[src/pkg/amp_i2c_map.svh]
`ifndef AMP_I2C_MAP_SVH
`define AMP_I2C_MAP_SVH

// Fixed upper six bits of the seven-bit target address.
`define AMP_ADDR_HI      6'h36
// Register offsets.
`define REG_ID_OFS       8'h00
`define REG_PWR_OFS      8'h01
// Reset value of the power and clip register.
`define PWR_RESET        8'hfd
// Field positions of the power and clip register.
`define PWR_SD_BIT       0
`define PWR_SLEEP_BIT    1
`define PWR_CLIP_LSB     2
`define PWR_CLIP_MSB     7
// Cycles after reset release before the strap is latched.
`define STRAP_SETTLE     2'h3
// Byte width on the bus and last bit index inside a byte.
`define BYTE_BITS        8
`define BIT_LAST         3'h7

`endif

[src/pkg/amp_i2c_pkg.sv]
package amp_i2c_pkg;

  typedef enum logic [2:0] {
    ST_IDLE   = 3'b000,
    ST_RX     = 3'b001,
    ST_ACK    = 3'b010,
    ST_TX     = 3'b011,
    ST_MACK   = 3'b100,
    ST_IGNORE = 3'b101
  } port_state_t;

  typedef enum logic [1:0] {
    PH_ADDR = 2'b00,
    PH_REG  = 2'b01,
    PH_DATA = 2'b10
  } byte_phase_t;

  typedef struct packed {
    logic [7:0] pwr;
    logic [7:0] rdata;
  } regs_state_t;

endpackage

[src/verilog/amp_i2c_control_port.sv]
`timescale 1ns/1ps
`default_nettype none

`include "amp_i2c_map.svh"

module amp_i2c_control_port #(
  // Identification value is arbitrary.
  parameter logic [7:0] PART_ID = 8'h5a
) (
  input  wire logic       clk_sys,
  input  wire logic       sys_rst,
  input  wire logic       scl_in,
  input  wire logic       sda_in,
  output logic            sda_out,
  output logic            sda_oe,
  input  wire logic       sleep_or_addr_strap_pin,
  output logic            amp_low_power_hold,
  output logic            amp_power_down,
  output logic      [5:0] clip_level_high
);

  typedef struct packed {
    logic [1:0]                 strap_cnt;
    logic                       strap_done;
    logic                       addr_lsb;
    logic                       scl_q;
    logic                       sda_q;
    amp_i2c_pkg::port_state_t   state;
    amp_i2c_pkg::byte_phase_t   phase;
    logic [7:0]                 shift;
    logic [2:0]                 cnt;
    logic                       byte_full;
    logic                       rw;
    logic [7:0]                 ptr;
    logic                       oe;
    logic                       wr_en;
    logic                       mack_ok;
  } port_st_t;

  port_st_t   st_r;
  port_st_t   st_nxt;
  logic       scl_s;
  logic       sda_s;
  logic       strap_s;
  logic [7:0] rd_data;
  logic       scl_rise;
  logic       scl_fall;
  logic       start_seen;
  logic       stop_seen;
  logic       addr_hit;

  // Both bus lines and the strap come from outside the clock domain.
  // Two cycles of lag stay far below a 400 kHz half period.
  bit_sync #(
    .W       (3),
    .RST_VAL (1'b1)
  ) u_sync (
    .clk_sys (clk_sys),
    .sys_rst (sys_rst),
    .d       ({scl_in, sda_in, sleep_or_addr_strap_pin}),
    .q       ({scl_s, sda_s, strap_s})
  );

  amp_reg_file #(
    .PART_ID (PART_ID)
  ) u_regs (
    .clk_sys            (clk_sys),
    .sys_rst            (sys_rst),
    .wr_en              (st_r.wr_en),
    .reg_addr           (st_r.ptr),
    .wr_data            (st_r.shift),
    .rd_data            (rd_data),
    .amp_low_power_hold (amp_low_power_hold),
    .amp_power_down     (amp_power_down),
    .clip_level_high    (clip_level_high)
  );

  // Edges are taken between two synchronised samples, never on the first stage.
  assign scl_rise   = scl_s & ~st_r.scl_q;
  assign scl_fall   = ~scl_s & st_r.scl_q;
  assign start_seen = scl_s & st_r.scl_q & st_r.sda_q & ~sda_s;
  assign stop_seen  = scl_s & st_r.scl_q & ~st_r.sda_q & sda_s;
  // Address compare against the fixed prefix plus the latched strap bit.
  assign addr_hit   = st_r.shift[7:1] == {`AMP_ADDR_HI, st_r.addr_lsb};

  always_comb begin
    st_nxt       = st_r;
    st_nxt.wr_en = 1'b0;
    st_nxt.scl_q = scl_s;
    st_nxt.sda_q = sda_s;

    if (!st_r.strap_done) begin
      // Wait for the synchroniser to carry the strap, then latch it once.
      if (st_r.strap_cnt == `STRAP_SETTLE) begin
        st_nxt.strap_done = 1'b1;
        st_nxt.addr_lsb   = strap_s;
      end else begin
        st_nxt.strap_cnt = st_r.strap_cnt + 2'h1;
      end
    end else if (start_seen) begin
      // A repeated START restarts address reception from any state.
      st_nxt.state     = amp_i2c_pkg::ST_RX;
      st_nxt.phase     = amp_i2c_pkg::PH_ADDR;
      st_nxt.cnt       = 3'h0;
      st_nxt.byte_full = 1'b0;
      st_nxt.mack_ok   = 1'b0;
      st_nxt.oe        = 1'b0;
    end else if (stop_seen) begin
      st_nxt.state     = amp_i2c_pkg::ST_IDLE;
      st_nxt.byte_full = 1'b0;
      st_nxt.mack_ok   = 1'b0;
      st_nxt.oe        = 1'b0;
    end else begin
      case (st_r.state)
        amp_i2c_pkg::ST_RX: begin
          if (scl_rise) begin
            // Data bits are sampled while SCL is high, MSB first.
            st_nxt.shift = {st_r.shift[6:0], sda_s};
            st_nxt.cnt   = st_r.cnt + 3'h1;
            if (st_r.cnt == `BIT_LAST) begin
              st_nxt.byte_full = 1'b1;
            end
          end else if (scl_fall && st_r.byte_full) begin
            st_nxt.byte_full = 1'b0;
            case (st_r.phase)
              amp_i2c_pkg::PH_ADDR: begin
                if (addr_hit) begin
                  st_nxt.rw    = st_r.shift[0];
                  st_nxt.state = amp_i2c_pkg::ST_ACK;
                  st_nxt.oe    = 1'b1;
                end else begin
                  st_nxt.state = amp_i2c_pkg::ST_IGNORE;
                end
              end
              amp_i2c_pkg::PH_REG: begin
                st_nxt.ptr   = st_r.shift;
                st_nxt.state = amp_i2c_pkg::ST_ACK;
                st_nxt.oe    = 1'b1;
              end
              default: begin
                // Register write uses the offset and the byte now held.
                st_nxt.wr_en = 1'b1;
                st_nxt.state = amp_i2c_pkg::ST_ACK;
                st_nxt.oe    = 1'b1;
              end
            endcase
          end
        end
        amp_i2c_pkg::ST_ACK: begin
          // Release only after the ninth clock has fallen.
          if (scl_fall) begin
            st_nxt.cnt = 3'h0;
            if (st_r.phase == amp_i2c_pkg::PH_ADDR && st_r.rw) begin
              st_nxt.state = amp_i2c_pkg::ST_TX;
              st_nxt.shift = rd_data;
              st_nxt.oe    = ~rd_data[7];
            end else begin
              st_nxt.state = amp_i2c_pkg::ST_RX;
              st_nxt.oe    = 1'b0;
              if (st_r.phase == amp_i2c_pkg::PH_ADDR) begin
                st_nxt.phase = amp_i2c_pkg::PH_REG;
              end else if (st_r.phase == amp_i2c_pkg::PH_REG) begin
                st_nxt.phase = amp_i2c_pkg::PH_DATA;
              end else begin
                // Further data bytes go to the following offset.
                st_nxt.ptr = st_r.ptr + 8'h01;
              end
            end
          end
        end
        amp_i2c_pkg::ST_TX: begin
          if (scl_rise) begin
            st_nxt.cnt = st_r.cnt + 3'h1;
            if (st_r.cnt == `BIT_LAST) begin
              st_nxt.byte_full = 1'b1;
            end
          end else if (scl_fall) begin
            // The next bit is presented only after SCL has gone low.
            if (st_r.byte_full) begin
              st_nxt.byte_full = 1'b0;
              st_nxt.state     = amp_i2c_pkg::ST_MACK;
              st_nxt.oe        = 1'b0;
            end else begin
              st_nxt.shift = {st_r.shift[6:0], 1'b0};
              st_nxt.oe    = ~st_r.shift[6];
            end
          end
        end
        amp_i2c_pkg::ST_MACK: begin
          if (scl_rise) begin
            if (sda_s) begin
              // Not-acknowledge: stay off the bus until STOP or START.
              st_nxt.state = amp_i2c_pkg::ST_IGNORE;
            end else begin
              st_nxt.ptr     = st_r.ptr + 8'h01;
              st_nxt.mack_ok = 1'b1;
            end
          end else if (scl_fall && st_r.mack_ok) begin
            // Register data has settled for the new offset by this edge.
            st_nxt.mack_ok = 1'b0;
            st_nxt.cnt     = 3'h0;
            st_nxt.state   = amp_i2c_pkg::ST_TX;
            st_nxt.shift   = rd_data;
            st_nxt.oe      = ~rd_data[7];
          end
        end
        amp_i2c_pkg::ST_IGNORE: begin
          st_nxt.oe = 1'b0;
        end
        default: begin
          st_nxt.oe = 1'b0;
        end
      endcase
    end
  end

  always_ff @(posedge clk_sys) begin
    if (sys_rst) begin
      st_r.strap_cnt  <= 2'h0;
      st_r.strap_done <= 1'b0;
      st_r.addr_lsb   <= 1'b0;
      st_r.scl_q      <= 1'b1;
      st_r.sda_q      <= 1'b1;
      st_r.state      <= amp_i2c_pkg::ST_IDLE;
      st_r.phase      <= amp_i2c_pkg::PH_ADDR;
      st_r.shift      <= 8'h00;
      st_r.cnt        <= 3'h0;
      st_r.byte_full  <= 1'b0;
      st_r.rw         <= 1'b0;
      st_r.ptr        <= 8'h00;
      st_r.oe         <= 1'b0;
      st_r.wr_en      <= 1'b0;
      st_r.mack_ok    <= 1'b0;
    end else begin
      st_r <= st_nxt;
    end
  end

  // SDA is only ever pulled low; SCL is never driven, so no clock stretch.
  assign sda_out = 1'b0;
  assign sda_oe  = st_r.oe;

endmodule

`default_nettype wire

[src/verilog/amp_reg_file.sv]
`timescale 1ns/1ps
`default_nettype none

`include "amp_i2c_map.svh"

module amp_reg_file #(
  // Identification value is arbitrary.
  parameter logic [7:0] PART_ID = 8'h5a
) (
  input  wire logic       clk_sys,
  input  wire logic       sys_rst,
  input  wire logic       wr_en,
  input  wire logic [7:0] reg_addr,
  input  wire logic [7:0] wr_data,
  output logic      [7:0] rd_data,
  output logic            amp_low_power_hold,
  output logic            amp_power_down,
  output logic      [5:0] clip_level_high
);

  amp_i2c_pkg::regs_state_t st_r;
  amp_i2c_pkg::regs_state_t st_nxt;

  always_comb begin
    st_nxt = st_r;
    // The identification register ignores writes; unmapped offsets too.
    if (wr_en && reg_addr == `REG_PWR_OFS) begin
      st_nxt.pwr = wr_data;
    end
    case (reg_addr)
      `REG_ID_OFS:  st_nxt.rdata = PART_ID;
      `REG_PWR_OFS: st_nxt.rdata = st_r.pwr;
      default:      st_nxt.rdata = 8'h00;
    endcase
  end

  always_ff @(posedge clk_sys) begin
    if (sys_rst) begin
      st_r.pwr   <= `PWR_RESET;
      st_r.rdata <= 8'h00;
    end else begin
      st_r <= st_nxt;
    end
  end

  assign rd_data            = st_r.rdata;
  assign amp_low_power_hold = st_r.pwr[`PWR_SLEEP_BIT];
  assign amp_power_down     = st_r.pwr[`PWR_SD_BIT];
  assign clip_level_high    = st_r.pwr[`PWR_CLIP_MSB:`PWR_CLIP_LSB];

endmodule

`default_nettype wire

[src/verilog/bit_sync.sv]
`timescale 1ns/1ps
`default_nettype none

module bit_sync #(
  parameter int         W       = 1,
  parameter logic [0:0] RST_VAL = 1'b1
) (
  input  wire logic         clk_sys,
  input  wire logic         sys_rst,
  input  wire logic [W-1:0] d,
  output logic      [W-1:0] q
);

  typedef struct packed {
    logic [W-1:0] s1;
    logic [W-1:0] s2;
  } sync_state_t;

  sync_state_t st_r;
  sync_state_t st_nxt;

  always_comb begin
    st_nxt    = st_r;
    st_nxt.s1 = d;
    st_nxt.s2 = st_r.s1;
  end

  always_ff @(posedge clk_sys) begin
    if (sys_rst) begin
      st_r <= {(2 * W){RST_VAL}};
    end else begin
      st_r <= st_nxt;
    end
  end

  assign q = st_r.s2;

endmodule

`default_nettype wire
[config.mk]
export PLATFORM = sky130hd
export DESIGN_NAME = amp_i2c_control_port
export DESIGN_NICKNAME = d
export VERILOG_FILES = /design/src/pkg/amp_i2c_pkg.sv /design/src/verilog/amp_i2c_control_port.sv /design/src/verilog/amp_reg_file.sv /design/src/verilog/bit_sync.sv
export VERILOG_INCLUDE_DIRS = /design/src /design/src/pkg
export SDC_FILE = /design/constraint.sdc
export NUM_CORES = 1
export LEC_CHECK = 0
export ABC_CLOCK_PERIOD_IN_PS = 2700
export BUFFER_PORTS_ARGS = -buffer_cell sky130_fd_sc_hd__buf_2
export CORE_AREA = 5 5 88 90
export CTS_CLUSTER_DIAMETER = 150
export CTS_CLUSTER_SIZE = 24
export DETAILED_ROUTE_END_ITERATION = 12
export DIE_AREA = 0 0 93 95
export GPL_TIMING_DRIVEN = 0
export PLACE_DENSITY = 0.6
export SYNTH_ARGS = -nofsm -noshare
export SYNTH_HDL_FRONTEND = slang
export SYNTH_SLANG_ARGS = --single-unit
[constraint.sdc]
create_clock -name clk_sys -period 2.7 [get_ports clk_sys]
set_input_delay 0.27 -clock clk_sys [delete_from_list [all_inputs] [get_ports clk_sys]]
set_output_delay 0.27 -clock clk_sys [all_outputs]
set_load 0.01 [all_outputs]
==> results.md, run 1 <==
* CTS root buf: clkbuf_8
* Post-layout util at 0.481
* Vias in the first global route at around 2700
* Synth Register Bits at between 50 and 60
* Total Power at ~1.8 mW
* Row cnt at 31
* Synth warn at 0
* Placer congestion estimate at around 0.96
* Nets at between 300 and 400
* H-tree depth at 3
* FF-to-FF Start: st_r[30]
* Post-CTS setup buffers at 0
* LEAKAGE at about 1.3 nW
* Unique cell type count in the Yosys netlist at 69
* Syn Inst Count at around 350
* Crit-path max cell delay at approximately 0.36 ns
* Final worst path period share at 0.877
* CP delay by family, top: simple AND/OR/NAND/NOR gates
* Die Height at 95 um
* PwrDens at 533 nW/um^2
* CTS tree: done
* Pin count of the biggest net entering global routing at 13
* Slew of the pin with the lowest slew margin at between 0.7 and 0.8 ns
* Hold_buf cts at 0
* Worst vdd ir at 0.000241 V
* Critical path, cell by cell: inv_1 > ha_1 > buf_2 > nand3b_1 > nor4_1 > o2111ai_2 > buf_2 > a221oi_1 > nor3_1
* Drt drc at 0
* Crit. path cell count at 9
* Antenna cells at 0
* Initial antenna violation count at 0
* Hold path depth at 2
* Clock transition at the registers of the reported paths at about 0.070 ns
* Highest-count cells in the layout ignoring fill and taps: dfxtp_1, nand2_1, nor2_1, a21oi_1, buf_2
* Seq. cell area at roughly 1100 sq um
* Commonest non-fill, non-tap cell in the layout: dfxtp_1
* Vias at between 2000 and 3000
* Grt ovf at 0
* Design Area, Final at between 3000 and 4000 sq um
* Max-slew violations at 0
* Io pins at 15
* Post-synth EDFFs at 0
* WL final at 7990 um
* DIE AREA at 8840 sq um
* Max-Cap Viols at 0
* Die extent in x at roughly 93 um
* Dpl cell area at 3170 sq um
* Area of the multi-input gates at approximately 1700 sq um
* TritonRoute pass-1 iters at 4
* Final hold viol count at 0
* Relative slew slack at 0.479
* Crit path kind: register to register
* CP dominant cell by count: buf_2
* Critical Path AT at about 2.6 ns
* Status: finished, final reports clean
* Synthesis-to-finish area growth at 11.9%
* Post-DRT Antenna Nets at 0
* Initial Util at 0.430
* Worst Setup SP: st_r[30]
* First-pass GRT wire length at 13200 um
* Min-Delay Endpoint: u_sync.st_nxt[0]
* Slowest cell on crit path: dfxtp_1
* Mean Syn Cell Area at between 8 and 9 sq um
* Drt first-iter violations at around 110
* Worst hold path type: input port to register
* Num CTS Buffers at 9
* Worst EP required at between 2 and 3 ns
* Total GRT Usage at 0.196
* Worst-Skew Late Latency at approximately 0.34 ns
* CTS Sinks at between 50 and 60
* Highest clock rate at between 400 and 500 MHz
* Syn_nets at 367
* R2R depth at 9
* Setup Skew at ~0.0073 ns
* Share of layout cells above drive strength 1 at 0.165
* DP HPWL at 5650 um
* Highest net fanout along the worst path at 10
* Clock Tree Buf Depth at 2
* Min Tclk post-route at about 2.4 ns
* # resized after CTS at 0
* Reg2reg setup slack at about 0.33 ns
* RSZ-0062 raised after global routing: false
* Setup TNS at 0 ns
* Hold Crit Start: sleep_or_addr_strap_pin
* Post-DR vias/cell at 5.73
* Startpoint Class: register
* Sequential fraction of the synthesis area at 0.380
* Buffers and inverters on the worst path at 3
* FFs w/ async S/R, synth at 0
* Drt wl/cell at between 15 and 20 um
* RR Endpoint: st_r[10]
* Synth Flop Type: dfxtp_1
* Mapped Area at around 3000 sq um
* Fillers at about 700
* Finish-stage setup viols at 0
* Core Region at around 7000 sq um
* Setup crit end kind: register
* Port Buf Inserts at 13
[metal layers]
layer,vias to the layer above,part of all wire,global-route usage
li1,1311,-,-
met1,1261,0.45,0.238
met2,71,0.48,0.322
met3,16,0.045,0.0406
met4,0,0.024,0.110
met5,-,0,0
[stage by stage]
stage	worst slack (ns)	hold WS [ns]	std cells
4_1_cts	0.336	0.0836	464
3_3_place_gp	0.381	0.392	448
6_report	0.331	0.102	464
2_1_floorplan	0.720	0.374	353
3_5_place_dp	0.353	0.393	448
5_1_grt	0.157	0.0826	464
[synth_stat cells, drive strengths merged (2+ instances only)]
library cell	n	area (sq um)
dfxtp	57	1140
nand2	42	158
nor2	29	111
a21oi	25	129
nand3	14	70.1
nand3b	12	90.1
buf	11	76.3
clkbuf	11	41.3
nand2b	11	68.8
or2	11	68.8
o21ai	10	50.0
ha	9	113
inv	8	30.0
mux2i	8	80.1
nor2b	7	43.8
a211oi	6	50.1
a221oi	6	58.8
a311oi	6	58.8
and2	5	31.3
and3	5	31.3
nor3	5	25.0
xor2	4	35.0
nor3b	3	27.5
nor4	3	18.8
or3b	3	28.8
or4	3	22.5
xnor2	3	26.3
a21o	2	15.0
a31oi	2	12.5
a32oi	2	17.5
o211ai	2	15.0
o21ba	2	20.0
o22a	2	17.5
o32ai	2	17.5
[worst max path at each step]
stage          slack [ns]  endpoint
6_report             0.33  st_r[10]
5_1_grt              0.16  st_r[10]
4_1_cts              0.34  st_r[10]
3_5_place_dp         0.35  st_r[10]
3_3_place_gp         0.38  st_r[10]
2_1_floorplan        0.72  st_r[10]
[cell families (layout without fill, tap and decap cells)]
logic type | Yosys count | after routing | synth area share
AND/OR/NAND/NOR | 159 | 159 | 0.282
AO/OA/AOI/OAI | 81 | 81 | 0.201
flip-flops | 57 | 57 | 0.380
buffers and inverters | 31 | 60 | 0.0505
adder cells (fa/ha/maj) | 9 | 9 | 0.0375
multiplexers | 8 | 8 | 0.0267
XOR/XNOR | 7 | 7 | 0.0204
other | 1 | 1 | 0.00125
[power by group]
part	total [mW]	internal, mW	switching (mW)
Clock	0.750	0.368	0.382
Combinational	0.151	0.0592	0.0914
Sequential	0.890	0.868	0.0216
[cell type report]
cell class                      instances  share of cell area
Timing Repair Buffer                   13              0.0194
Inverter                                9              0.0101
Buffer                                 22              0.0350
Sequential cell                        57               0.340
Clock inverter                          6              0.0153
Multi-Input combinational cell        265               0.509
Clock buffer                           10              0.0410
Tap cell                               82              0.0306
[state kept, by name, indices dropped and copies added, names as in the netlist]
register and count:
u_regs.amp_power_down 1, u_regs.rd_data 8, u_regs.amp_low_power_hold 1, u_regs.clip_level_high 6, u_sync.st_nxt 3, u_sync.q 3, sda_oe 1, st_r 34
[worst register-to-register path, delay by kind of cell (launching register included)]
family / cells / cell delay (ns)
buffers and inverters: 3 / 0.52
AO/OA/AOI/OAI: 2 / 0.52
AND/OR/NAND/NOR: 3 / 0.67
flip-flops: 1 / 0.36
adder cells (fa/ha/maj): 1 / 0.18
Note: power is estimated with default switching activity, not from simulation.
==> run 2, diff against run 1 <==
- ABC_CLOCK_PERIOD_IN_PS: 2700 -> 2100
- PLACE_DENSITY: 0.6 -> 0.62
- clock period: 2.7 -> 2.1 ns (I/O delays scaled with it)
==> run 2 against run 1 <==
- die area unchanged
- count of clock-buffer cells in the layout is 1 higher
- cell area increased by 5.8%
- final cell count increased by 1.7%
==> results.md, run 2 (synthesized netlist as in run 1, its figures left out) <==
* Status: finished, final reports clean (unchanged)
* Initial Util at 0.430 (unchanged)
* Commonest non-fill, non-tap cell in the layout: dfxtp_1 (unchanged)
* Initial antenna violation count at 0 (unchanged)
* Crit path kind: register to register (unchanged)
* Max-Cap Viols at 0 (unchanged)
* Placed Instances at 448 (unchanged)
* FF-to-FF Start: u_sync.q[2] (was st_r[30])
* Placement Setup Slack at -0.326 ns (was 0.353 ns)
* Slew of the pin with the lowest slew margin at 0.674 ns (was 0.771 ns)
* Post-DR vias/cell at 5.72 (was 5.73)
* Highest clock rate at 497 MHz (was 422 MHz)
* Core Region at 6980 sq um (unchanged)
* Synthesis-to-finish area growth at 18.4% (was 11.9%)
* Setup crit end kind: register (unchanged)
* DIE AREA at 8840 sq um (unchanged)
* Startpoint Class: register (unchanged)
* First-pass GRT wire length at 12900 um (was 13200 um)
* Grt ovf at 0 (unchanged)
* Max reg flops at 34 (unchanged)
* Worst EP required at 2.31 ns (was 2.91 ns)
* Finish-stage setup viols at 0 (unchanged)
* H-tree depth at 3 (unchanged)
* PwrDens at 717 nW/um^2 (was 533 nW/um^2)
* TritonRoute pass-1 iters at 5 (was 4)
* Drt drc at 0 (unchanged)
* Die extent in x at 93 um (unchanged)
* Vias at 2700 (was 2659)
* Hold_buf cts at 0 (unchanged)
* WHS at 0.0593 ns (was 0.102 ns)
* LEAKAGE at 1.35 nW (was 1.27 nW)
* Drt first-iter violations at 158 (was 105)
* Critical Path AT at 2.22 ns (was 2.58 ns)
* Worst vdd ir at 0.000527 V (was 0.000241 V)
* Worst Setup SP: u_sync.q[2] (was st_r[30])
* Nets at 399 (was 391)
* Setup TNS at 0 ns (unchanged)
* CTS tree: done (unchanged)
* Die Height at 95 um (unchanged)
* Design Area, Final at 3550 sq um (was 3360 sq um)
* Final worst slack at 0.0872 ns (was 0.331 ns)
* Post-route insts no fill at 472 (was 464)
* Max-slew violations at 0 (unchanged)
* Final worst path period share at 0.958 (was 0.877)
* Worst hold path type: input port to register (unchanged)
* Clock Tree Buf Depth at 2 (unchanged)
* Min Tclk post-route at 2.01 ns (was 2.37 ns)
* Placer congestion estimate at 0.904 (was 0.965)
* RR Endpoint: st_r[16] (was st_r[10])
* DP HPWL at 5540 um (was 5650 um)
* Worst-Skew Late Latency at 0.33 ns (was 0.34 ns)
* Final hold viol count at 0 (unchanged)
* Post-layout util at 0.508 (was 0.481)
* Highest-count cells in the layout ignoring fill and taps: dfxtp_1, nand2_1, nor2_1, a21oi_1, buf_2 (unchanged)
* Relative slew slack at 0.551 (was 0.479)
* Reg2reg setup slack at 0.09 ns (was 0.33 ns)
* Post-DRT Antenna Nets at 0 (unchanged)
* Total Power at 2.54 mW (was 1.79 mW)
* WL final at 8020 um (was 7990 um)
* Row cnt at 31 (unchanged)
* Dpl cell area at 3170 sq um (unchanged)
* CTS root buf: clkbuf_8 (unchanged)
* Vias in the first global route at 2577 (was 2659)
* Drt wl/cell at 17.0 um (was 17.2 um)
* Share of layout cells above drive strength 1 at 0.221 (was 0.165)
* Pin count of the biggest net entering global routing at 11 (was 13)
* Reg with most FFs: st_r (unchanged)
* Highest net fanout along the worst path at 10 (unchanged)
* Total GRT Usage at 0.186 (was 0.196)
* RSZ-0062 raised after global routing: false (unchanged)
* Num CTS Buffers at 9 (unchanged)
* Fillers at 663 (was 720)
* Setup Skew at 0.00654 ns (was 0.00730 ns)
* Antenna cells at 0 (unchanged)
* R2R depth at 9 (unchanged)
* Io pins at 15 (unchanged)
* Crit path capture: st_r[16] (was st_r[10])
* Port Buf Inserts at 13 (unchanged)
* CTS Sinks at 57 (unchanged)
* Clock transition at the registers of the reported paths at 0.07 ns (about the same)
run 2: cell count changes in the layout (fill, tap and decap cells not counted), sizes merged:
cell	delta
clkinv	-2
buf	+8
clkinvlp	+1
inv	-2
clkbuf	+1
bufinv	+2
run 2: metal layers:
metal / up-vias / track usage / routed length (um)
li1: 1330 / - / -
met1: 1275 / 0.244 / 3660
met2: 81 / 0.296 / 3820
met3: 14 / 0.0343 / 386
met4: 0 / 0.0867 / 151
met5: - / 0 / 0
run 2: worst max-delay path, stage by stage (launching register included):
cell and delay, ns:
dfxtp_2 0.35, inv_1 0.05, ha_1 0.15, buf_6 0.14, or3b_2 0.46, a21oi_2 0.15, o211a_4 0.21, buf_8 0.15
mux2i_1 0.18, nor2_1 0.05
run 2: area by class of cell:
cell class                 count  area, sq um  area share
tap                           82          103      0.0289
timing repair buffer          23          140      0.0395
inverter                       9         37.5      0.0106
buffer                        20          120      0.0338
clock buffer                  11          151      0.0427
clock inverter                 5         77.6      0.0219
multi-input combinational    265         1780       0.501
sequential                    57         1140       0.322
run 2: how the worst min path moves through the flow:
stage	start	end	slack, ns	depth (start not counted)
global route	sda_in	u_sync.st_nxt[1]	0.05	2
finish	sda_in	u_sync.st_nxt[1]	0.06	2
global placement	u_sync.st_nxt[0]	u_sync.q[0]	0.39	1
detailed placement	sleep_or_addr_strap_pin	u_sync.st_nxt[0]	0.40	2
floorplan	sleep_or_addr_strap_pin	u_sync.st_nxt[0]	0.31	1
CTS	sda_in	u_sync.st_nxt[1]	0.05	2
run 2: power by group:
group          total [mW]  switching [mW]  leakage [nW]  internal, mW
sequential           1.15          0.0327         0.462          1.12
combinational       0.229           0.130         0.773        0.0995
clock                1.16           0.437         0.115         0.728
run 2: timing repair:
| action | in CTS | in global routing |
|---|---|---|
| setup buffers | 2 | 8 |
| endpoints found under the setup margin | 12 | 24 |
| gates resized for setup | 7 | 15 |
| pin swaps | 2 | 2 |
==> run 3, diff against run 2 <==
- ABC_CLOCK_PERIOD_IN_PS: 2100 -> 2500
- PLACE_DENSITY: 0.62 -> 0.6
- clock period: 2.1 -> 2.5 ns (I/O delays scaled with it)
==> run 3 against run 2 <==
- non-clock buffer count down 8
- critical path type unchanged
- sequential power down 16%
- first-iteration DRC count down 30%
- critical endpoint is now st_r[10]
- combinational power down 29%
- total power down 24%
- highest routed layer unchanged
- register-to-register slack better by 0.06 ns
- cell area down 5.3%
- sequential cell count unchanged
- final cell count down 1.7%
==> results.md, run 3 (synthesized netlist as in run 1, its figures left out) <==
* Clock Tree Buf Depth at 2 (unchanged)
* WL final at 8010 um (was 8020 um)
* Relative slew slack at 0.473 (was 0.551)
* Die extent in x at 93 um (unchanged)
* Finish-stage setup viols at 0 (unchanged)
* Drt wl/cell at 17.3 um (was 17.0 um)
* Grt ovf at 0 (unchanged)
* Drt drc at 0 (unchanged)
* First-pass GRT wire length at 13200 um (was 12900 um)
* Core Region at 6980 sq um (unchanged)
* # resized after CTS at 0 (was 7)
* Worst-Skew Late Latency at 0.34 ns (was 0.33 ns)
* Final hold viol count at 0 (unchanged)
* WHS at 0.0819 ns (was 0.0593 ns)
* Post-route insts no fill at 464 (was 472)
* Initial antenna violation count at 0 (unchanged)
* R2R depth at 9 (unchanged)
* H-tree depth at 3 (unchanged)
* CTS Sinks at 57 (unchanged)
* Total GRT Usage at 0.196 (was 0.186)
* Highest clock rate at 426 MHz (was 497 MHz)
* Antenna cells at 0 (unchanged)
* Worst hold path type: input port to register (unchanged)
* Post-DRT Antenna Nets at 0 (unchanged)
* CTS root buf: clkbuf_8 (unchanged)
* Row cnt at 31 (unchanged)
* Max reg flops at 34 (unchanged)
* Startpoint Class: register (unchanged)
* Setup crit end kind: register (unchanged)
* DIE AREA at 8840 sq um (unchanged)
* Hold_buf cts at 0 (unchanged)
* Share of layout cells above drive strength 1 at 0.168 (was 0.221)
* Port Buf Inserts at 13 (unchanged)
* Crit path kind: register to register (unchanged)
* Final worst path period share at 0.939 (was 0.958)
* Clock transition at the registers of the reported paths at 0.07 ns (about the same)
* Post-DR vias/cell at 5.75 (was 5.72)
* Vias at 2670 (was 2700)
* Min Tclk post-route at 2.35 ns (was 2.01 ns)
* Reg with most FFs: st_r (unchanged)
* Worst vdd ir at 0.000260 V (was 0.000527 V)
* Post-CTS setup buffers at 0 (was 2)
* Highest-count cells in the layout ignoring fill and taps: dfxtp_1, nand2_1, nor2_1, a21oi_1, buf_2 (unchanged)
* CTS tree: done (unchanged)
* Placed Instances at 448 (unchanged)
* Worst EP required at 2.71 ns (was 2.31 ns)
* Drt first-iter violations at 110 (was 158)
* Setup TNS at 0 ns (unchanged)
* Placer congestion estimate at 0.965 (was 0.904)
* Num CTS Buffers at 9 (unchanged)
* Status: finished, final reports clean (unchanged)
* Max-slew violations at 0 (unchanged)
* Die Height at 95 um (unchanged)
* Critical Path AT at 2.56 ns (was 2.22 ns)
* Setup Skew at 0.00648 ns (was 0.00654 ns)
* Vias in the first global route at 2659 (was 2577)
* Slew of the pin with the lowest slew margin at 0.780 ns (was 0.674 ns)
* PwrDens at 575 nW/um^2 (was 717 nW/um^2)
* Post-layout util at 0.482 (was 0.508)
* RSZ-0062 raised after global routing: false (unchanged)
* Highest net fanout along the worst path at 10 (unchanged)
* Pin count of the biggest net entering global routing at 13 (was 11)
* DP HPWL at 5650 um (was 5540 um)
* Hold path depth at 2 (unchanged)
* LEAKAGE at 1.27 nW (was 1.35 nW)
* Max-Cap Viols at 0 (unchanged)
* Nets at 391 (was 399)
* TritonRoute pass-1 iters at 4 (was 5)
* Synthesis-to-finish area growth at 12.1% (was 18.4%)
* Initial Util at 0.430 (unchanged)
* Io pins at 15 (unchanged)
* Commonest non-fill, non-tap cell in the layout: dfxtp_1 (unchanged)
run 3: worst paths after layout:
path                           startpoint               end  slack (ns)
setup / recovery                 st_r[30]          st_r[10]        0.15
hold reg to reg          u_sync.st_nxt[1]       u_sync.q[1]        0.41
setup reg to reg                 st_r[30]          st_r[10]        0.15
hold / removal    sleep_or_addr_strap_pin  u_sync.st_nxt[0]        0.08
run 3: power by group:
group / leakage [nW] / switching, mW / internal [mW] / total, mW
clock network: 0.0935 / 0.412 / 0.398 / 0.809
logic: 0.717 / 0.0988 / 0.0639 / 0.163
registers: 0.463 / 0.0240 / 0.937 / 0.961
total: 1.27 / 0.535 / 1.40 / 1.93
run 3: stage by stage:
stage | setup slack, ns | instance area (sq um) | total power [mW]
after floorplan | 0.520 | 3000 | 1.10
after global placement | 0.181 | 3170 | 1.14
after detailed placement | 0.153 | 3170 | 1.14
after CTS | 0.136 | 3360 | 1.96
after global routing | 0.00800 | 3360 | 2.02
final | 0.152 | 3360 | 1.93
run 3: critical path: stages (launching register included):
cell and delay, ns:
dfxtp_1 0.36, inv_1 0.05, ha_1 0.18, buf_2 0.18
nand3b_1 0.25, nor4_2 0.32, o2111ai_2 0.26, buf_2 0.28
a221oi_1 0.24, nor3_1 0.09
run 3: layout make-up:
type                       instances  area (sq um)
fill                             721          3620
multi-input combinational        265          1710
sequential                        57          1140
clock buffer                      10           138
buffer                            22           118
tap                               82           103
timing repair buffer              13          65.1
clock inverter                     6          51.3
inverter                           9          33.8
run 3: per-layer routing:
metal  part of all wire  track usage
met5                  0            0
met4              0.025        0.110
met3              0.039       0.0406
met2               0.48        0.322
met1               0.46        0.238
